`src/rtl/adc_regs_defines.svh`:
```
// Register offsets, field positions, reset values and code limits
`ifndef ADC_REGS_DEFINES_SVH
`define ADC_REGS_DEFINES_SVH
`define SEL_RESULT 2'h0
`define SEL_CONFIG 2'h1
`define SEL_LOW_LIMIT 2'h2
`define SEL_HIGH_LIMIT 2'h3
`define RESULT_RESET 16'h0000
`define CONFIG_RESET 16'h8583
`define CONFIG_FIELDS_RESET 15'h0583
`define LOW_LIMIT_RESET 16'h8000
`define HIGH_LIMIT_RESET 16'h7ff0
`define CODE_POS_FS 16'h7ff0
`define CODE_NEG_FS 16'h8000
`define CODE_LSB_SHIFT 4
`define RAW_POS_MAX 14'sh07ff
`define RAW_NEG_MIN -14'sh0800
`define CFG_START_BIT 15
`define CFG_MODE_BIT 8
`endif

```
`src/rtl/adc_regs_pkg.sv`:
```
// Types shared by the converter register bank
package adc_regs_pkg;
    // Access request from the serial front end
    typedef struct packed {
        logic ptr_wr;
        logic [7:0] ptr_byte;
        logic data_wr;
        logic [15:0] data_word;
    } reg_req_t;
    // One finished conversion, wide signed raw code before clipping
    typedef struct packed {
        logic valid;
        logic signed [13:0] raw;
    } conv_in_t;
    typedef enum logic [1:0] {idle_st, busy_st} conv_state_t;
endpackage

```
`src/rtl/adc_result_config_registers.sv`:
```
// Pointer, result, configuration and limit registers of the converter
// Operation
// - Result is a 12-bit two's complement code, left justified in 16.
// - Positive full scale gives 7ff0, negative full scale gives 8000.
// - Codes beyond full scale saturate instead of wrapping.
// - Zero is 0000, one step up 0010, one step down fff0.
// - Pointer byte written first selects target of later accesses.
// - Select 00 result, 01 config, 10 low limit, 11 high limit.
// - Result is zero after power-up until first conversion completes.
// - Result bits sit in 15:4; bits 3:0 read zero.
// - Result register is read-only, holds the latest conversion.
// - Config selected by pointer 1, resets to 8583.
// - Config sets mode and input, reports busy status when read.
// - Config fields: start, input, gain, mode, rate, alert bits.
// - Limit registers exist only in variants with the comparator.
// - Pointer select is retained until a new pointer byte arrives.
// - Words move as two bytes, most significant first.
`timescale 1ns/1ps
`include "adc_regs_defines.svh"
module adc_result_config_registers #(
    parameter bit HAS_COMPARATOR = 1'b1
) (
    // Clock and reset
    input wire logic clock,
    input wire logic resetn,
    // Register access from the serial front end, same clock
    input wire adc_regs_pkg::reg_req_t req,
    // Finished conversion from the converter core, same clock
    input wire adc_regs_pkg::conv_in_t conv,
    // Read data for the selected register, MSB byte is [15:8]
    output logic [15:0] read_word,
    // Current pointer select
    output logic [1:0] sel,
    // Single-shot start pulse toward the converter core
    output logic start_pulse,
    // Configuration fields toward the converter core
    output logic [2:0] input_select,
    output logic [2:0] gain_range,
    output logic continuous_n,
    output logic [2:0] sample_rate_sel,
    output logic alert_window,
    output logic alert_polarity,
    output logic alert_latch_en,
    output logic [1:0] alert_queue_sel
);
    import adc_regs_pkg::*;

    // ****************************************************
    // State
    // ****************************************************
    logic [1:0] sel_reg, sel_next;
    logic [15:0] result_reg, result_next;
    logic [14:0] cfg_reg, cfg_next;
    logic [15:0] low_reg, low_next, high_reg, high_next;
    logic [15:0] rd_reg, rd_next;
    logic start_reg, start_next;
    conv_state_t st_reg, st_next;
    logic [15:0] clipped;

    // Clip the raw code, then shift it into the top twelve bits
    always_comb
    begin
        if (conv.raw > `RAW_POS_MAX)
            clipped = `CODE_POS_FS;
        else if (conv.raw < `RAW_NEG_MIN)
            clipped = `CODE_NEG_FS;
        else
            clipped = {conv.raw[11:0], 4'h0};
    end

    // Next values of all registers
    always_comb
    begin
        sel_next = sel_reg;
        result_next = result_reg;
        cfg_next = cfg_reg;
        low_next = low_reg;
        high_next = high_reg;
        start_next = 1'b0;
        st_next = st_reg;
        // Upper pointer bits are don't-care by design
        if (req.ptr_wr)
            sel_next = req.ptr_byte[1:0];
        // Data write lands in the register already selected
        if (req.data_wr)
        begin
            case (sel_reg)
                `SEL_CONFIG:
                begin
                    cfg_next = req.data_word[14:0];
                    // Start only takes effect while idle
                    if (req.data_word[`CFG_START_BIT] && st_reg == idle_st)
                        start_next = 1'b1;
                end
                `SEL_LOW_LIMIT:
                    if (HAS_COMPARATOR)
                        low_next = req.data_word;
                `SEL_HIGH_LIMIT:
                    if (HAS_COMPARATOR)
                        high_next = req.data_word;
                default:
                    ; // Result ignores writes
            endcase
        end
        // Busy tracking for the status bit
        case (st_reg)
            idle_st:
                if (start_next)
                    st_next = busy_st;
            busy_st:
                if (conv.valid)
                    st_next = idle_st;
            default:
                st_next = idle_st;
        endcase
        if (conv.valid)
            result_next = clipped;
        // Registered read mux; word goes out MSB byte first
        case (sel_next)
            `SEL_RESULT:
                rd_next = result_next;
            `SEL_CONFIG:
                rd_next = {st_next == idle_st, cfg_next};
            `SEL_LOW_LIMIT:
                rd_next = HAS_COMPARATOR ? low_next : 16'h0000;
            default:
                rd_next = HAS_COMPARATOR ? high_next : 16'h0000;
        endcase
    end

    // Register everything
    always_ff @(posedge clock or negedge resetn)
    begin
        if (!resetn)
        begin
            sel_reg <= `SEL_RESULT;
            result_reg <= `RESULT_RESET;
            cfg_reg <= `CONFIG_FIELDS_RESET; // low bits of reset value
            low_reg <= `LOW_LIMIT_RESET;
            high_reg <= `HIGH_LIMIT_RESET;
            rd_reg <= `RESULT_RESET;
            start_reg <= 1'b0;
            st_reg <= idle_st;
        end
        else
        begin
            sel_reg <= sel_next;
            result_reg <= result_next;
            cfg_reg <= cfg_next;
            low_reg <= low_next;
            high_reg <= high_next;
            rd_reg <= rd_next;
            start_reg <= start_next;
            st_reg <= st_next;
        end
    end

    // Outputs straight from flip-flops
    assign read_word = rd_reg;
    assign sel = sel_reg;
    assign start_pulse = start_reg;
    assign input_select = cfg_reg[14:12];
    assign gain_range = cfg_reg[11:9];
    assign continuous_n = cfg_reg[`CFG_MODE_BIT];
    assign sample_rate_sel = cfg_reg[7:5];
    assign alert_window = cfg_reg[4];
    assign alert_polarity = cfg_reg[3];
    assign alert_latch_en = cfg_reg[2];
    assign alert_queue_sel = cfg_reg[1:0];

    // ****************************************************
    // Checks
    // ****************************************************
    clip_pos_a: assert property (
        @(posedge clock) disable iff (!resetn)
        conv.valid && conv.raw > `RAW_POS_MAX |=> result_reg == `CODE_POS_FS)
        else $error("positive clip wrong");
    clip_neg_a: assert property (
        @(posedge clock) disable iff (!resetn)
        conv.valid && conv.raw < `RAW_NEG_MIN |=> result_reg == `CODE_NEG_FS)
        else $error("negative clip wrong");
    low_nibble_a: assert property (
        @(posedge clock) disable iff (!resetn)
        result_reg[3:0] == 4'h0)
        else $error("result low bits set");
    result_hold_a: assert property (
        @(posedge clock) disable iff (!resetn)
        !conv.valid |=> $stable(result_reg))
        else $error("result changed without conversion");
    ptr_keep_a: assert property (
        @(posedge clock) disable iff (!resetn)
        !req.ptr_wr |=> sel_reg == $past(sel_reg))
        else $error("pointer changed");
    ptr_load_a: assert property (
        @(posedge clock) disable iff (!resetn)
        req.ptr_wr |=> sel_reg == $past(req.ptr_byte[1:0]))
        else $error("pointer not loaded");
    cfg_read_a: assert property (
        @(posedge clock) disable iff (!resetn)
        sel_reg == `SEL_CONFIG |-> rd_reg == {st_reg == idle_st, cfg_reg})
        else $error("config readback wrong");
    result_read_a: assert property (
        @(posedge clock) disable iff (!resetn)
        sel_reg == `SEL_RESULT |-> rd_reg == result_reg)
        else $error("result readback wrong");
    step_code_a: assert property (
        @(posedge clock) disable iff (!resetn)
        conv.valid && conv.raw == -14'sh0001 |=> result_reg == 16'hfff0)
        else $error("negative step code wrong");
    busy_hold_a: assert property (
        @(posedge clock) disable iff (!resetn)
        st_reg == busy_st && !conv.valid |=> st_reg == busy_st)
        else $error("busy status dropped early");
    start_idle_a: assert property (
        @(posedge clock) disable iff (!resetn)
        start_reg |-> $past(st_reg) == idle_st)
        else $error("start accepted while busy");
    limit_gate_a: assert property (
        @(posedge clock) disable iff (!resetn)
        !HAS_COMPARATOR && sel_reg[1] |-> rd_reg == 16'h0000)
        else $error("missing limit register read nonzero");
endmodule

```
`config.mk`:
```
export PLATFORM = sky130hd
export DESIGN_NAME = adc_result_config_registers
export DESIGN_NICKNAME = d
export VERILOG_FILES = /design/src/rtl/adc_regs_pkg.sv /design/src/rtl/adc_result_config_registers.sv
export VERILOG_INCLUDE_DIRS = /design/src /design/src/rtl
export SDC_FILE = /design/constraint.sdc
export NUM_CORES = 1
export LEC_CHECK = 0
export ABC_AREA = 1
export ABC_CLOCK_PERIOD_IN_PS = 3200
export BUFFER_PORTS_ARGS = -buffer_cell sky130_fd_sc_hd__buf_2
export CAP_MARGIN = 20
export CELL_PAD_IN_SITES_DETAIL_PLACEMENT = 0
export CELL_PAD_IN_SITES_GLOBAL_PLACEMENT = 2
export CORE_MARGIN = 2
export CORE_UTILIZATION = 35
export CTS_BUF_LIST = sky130_fd_sc_hd__clkbuf_8
export DETAILED_ROUTE_END_ITERATION = 8
export GPL_TIMING_DRIVEN = 0
export PLACE_DENSITY = 0.86
export SYNTH_ARGS = -nofsm -noshare
export SYNTH_HDL_FRONTEND = slang
export SYNTH_SLANG_ARGS = --single-unit
export TNS_END_PERCENT = 30
```
`constraint.sdc`:
```
create_clock -name clock -period 3.2 [get_ports clock]
set_input_delay 0.16 -clock clock [delete_from_list [all_inputs] [get_ports clock]]
set_output_delay 0.16 -clock clock [all_outputs]
set_load 0.02 [all_outputs]
```
==> summary.md <==
| Metric | Value |
|---|---|
| Total grt overflow | 0 |
| FMAX | 631 MHz |
| Gr busiest metal | met2 |
| CP required | 3.43 ns |
| Cell with the most instances after synthesis | nand2_1 |
| Ys flop type | dfrtp_1 |
| CP startpoint kind | flip-flop |
| Worst path most repeated cell | nand3_1 |
| Critical path fanouts, max | 10 |
| I/O pin count | 77 |
| Met1 Use GR | 25.8% |
| Crit path from | sel[0]$_DFF_PN0_ |
| Tcrit/Tclk final | 49.5% |
| Cell Area, Synth | 3740 um^2 |
| Worst hold path class | in -> reg |
| MaxCap Viol Count | 0 |
| Deepest clock path buffer count | 2 |
| H-tree depth | 3 |
| Top delay family on crit path | simple AND/OR/NAND/NOR gates |
| Seq cells post-synth | 84 |
| # DRC | 0 |
| Top cell type's share of synthesized area | 44.9% |
| Post-CTS sizing | 0 |
| Clk_skew | 0.0101 ns |
| Syn Nets | 495 |
| Detailed Place HPWL | 6760 um |
| Crit path buf inv count | 1 |
| Max Transition Viols Final | 0 |
| TritonCTS clock tree | yes |
| Met3 Use GR | 2.30% |
| Final min period | 1.58 ns |
| Pre-antenna DRT Iters | 4 |
| Largest net degree at the start of global routing | 73 |
| Share of cells above drive strength 1 | 24.3% |
| Vias in the first global route | 3074 |
| Fill cell count | 1076 |
| WP data arrival | 1.81 ns |
| # port buffers | 69 |
| Total die area | 11500 um^2 |
| Top post-synthesis cells by area | dfrtp_1, nand2_1, dfstp_2, nand4_1, inv_1 |
| Post-DRT Antenna Nets | 0 |
| Synth cell count leaders | nand2_1, dfrtp_1, inv_1 |
| GRT Util Overall | 17.8% |
| Antenna Cells | 0 |
| Drt wl/cell | 14.0 um |
| Final core occ | 43.4% |
| Slowest cell on the critical path | dfrtp_1 |
| Worst-path clk slew | 0.08 ns |
| Area delta synth->final | 19.8% |
| Vias | 3046 |
| Synth Instances | 452 |
| CTS buffer count | 9 |
| Async SR Flop Fraction | 100% |
| Vias per inst | 4.51 |
| Critical R2R Launch | sel[0]$_DFF_PN0_ |
| Worst-Skew Late Latency | 0.36 ns |
| Reg-to-reg endpoint | read_word[15]$_DFF_PN0_ |
| Core area | 10300 um^2 |
| Seq/Total Area, Yosys | 56.8% |
| M2 GR Usage | 26.8% |
| Crit-path cells | buf_6 -> nand2_1 -> nor2_1 -> nand3_1 -> nand3_1 -> nand4_1 |
| Die Y | 107 um |
| Register-to-Register Path Depth | 6 |
| CTS sink cnt | 84 |
| Synth warnings | 0 |
| CP endpoint | read_word[15]$_DFF_PN0_ |
| Placer Congestion | 0.789 |
| Row Count | 37 |
| Power density over cell area | 631 nW/um^2 |
| Yosys top cell by area | dfrtp_1 |
| Final setup fails | 0 |
| Post-layout nets | 577 |
| Post-synth EDFFs | 0 |
| First-pass GRT wire length | 15600 um |
| Fin Setup TNS | 0 ns |
| Crit end category | flip-flop |
| Final Hold Viols | 0 |
| RSZ-0062 raised after global routing | no |
| Unique cell type count in the Yosys netlist | 21 |
| Initial antenna violation count | 0 |
| Synth Area per Inst | 8.27 um^2 |
| Layout Cells excl Fill | 675 |
| CTS Root Cell | clkbuf_8 |
| P_leak | 0.00247 uW |
| Final wirelength | 9440 um |
| Reg2Reg Setup Slack | 1.62 ns |
| Die W | 107 um |
| IR drop worst, VDD | 0.224 mV |
| Crit-path max cell delay | 0.44 ns |
| DRT iter0 DRCs | 108 |
| CP Depth | 6 |
| Status | completed |
| Placed cells | 658 |
| Crit Path Class | reg -> reg |
| Initial Util | 36.2% |
## kinds of logic (layout without fill, tap and decap cells)
kind of cell / Yosys count / count (layout) / share of synthesized area [%]
AND/OR/NAND/NOR: 289 / 289 / 33.3
flip-flops: 84 / 84 / 56.8
buffers and inverters: 65 / 152 / 8.00
AO/OA/AOI/OAI: 13 / 13 / 1.81
other: 1 / 1 / 0.100
## power breakdown
part	internal (uW)	total [uW]	switching, uW
clock network	351	729	378
logic	232	720	488
registers	1310	1380	67.7
## placed cells by master (no fill, tap or decap)
master	Yosys	layout
a21oi_1	1	1
buf_16	0	1
buf_2	11	79
buf_4	5	6
buf_6	3	3
bufinv_16	0	1
clkbuf_1	2	2
clkbuf_8	0	9
clkinv_2	0	5
conb_1	1	1
dfrtp_1	67	67
dfstp_2	17	17
dlygate4sd3_1	0	1
inv_1	42	43
inv_2	2	2
nand2_1	222	222
nand2_2	2	2
nand3_1	19	19
nand3_2	1	1
nand3_4	1	1
nand4_1	32	32
nor2_1	8	8
nor2_4	4	4
o21ai_0	7	7
o21ai_1	4	4
o21bai_1	1	1
## routing by layer
metal	part of all wire, %	wire length [um]
met3	4.8	456
met1	51	4800
met4	1.7	157
met2	43	4040
met5	0	0
## what timing repair did
item / in CTS / in global routing
hold buffers: 1 / 0
buffers inserted: 0 / 0
endpoints found under the hold margin: 71 / 0
## per-stage QoR
step	power (uW)	instance area (um^2)	hold slack [ns]	setup slack (ns)
floorplan	1850	3740	-0.136	1.81
global placement	2110	4250	0.413	1.28
detailed placement	2120	4280	0.0268	1.60
CTS	2860	4480	0.0338	1.58
global route	3000	4480	0.0568	1.47
finish	2830	4480	0.0456	1.62
## worst min-delay path: stages
cell	delay (ns)
buf_2	0.12
nand2_1	0.06
nand2_1	0.06
## worst min path at each step
stage / start / endpoint / slack [ns] / cells after the start
global route: req[3] / cfg_reg[3]$_DFF_PN0_ / 0.06 / 3
floorplan: resetn / cfg_reg[11]$_DFF_PN0_ / -0.14 / 0
global placement: req[1] / cfg_reg[1]$_DFF_PN1_ / 0.41 / 3
detailed placement: resetn / read_word[1]$_DFF_PN0_ / 0.03 / 1
finish: req[1] / cfg_reg[1]$_DFF_PN1_ / 0.05 / 3
CTS: req[1] / cfg_reg[1]$_DFF_PN1_ / 0.03 / 3
## final cells by class
cell class,instances,area [um^2],area share (%)
sequential,84,2120,47.4
timing repair buffer,71,385,8.61
inverter,44,165,3.69
clock inverter,7,58.8,1.31
multi-input combinational,303,1320,29.4
buffer,21,134,2.99
tap,136,170,3.80
clock buffer,9,124,2.77
(Power assumes the default switching activity.)
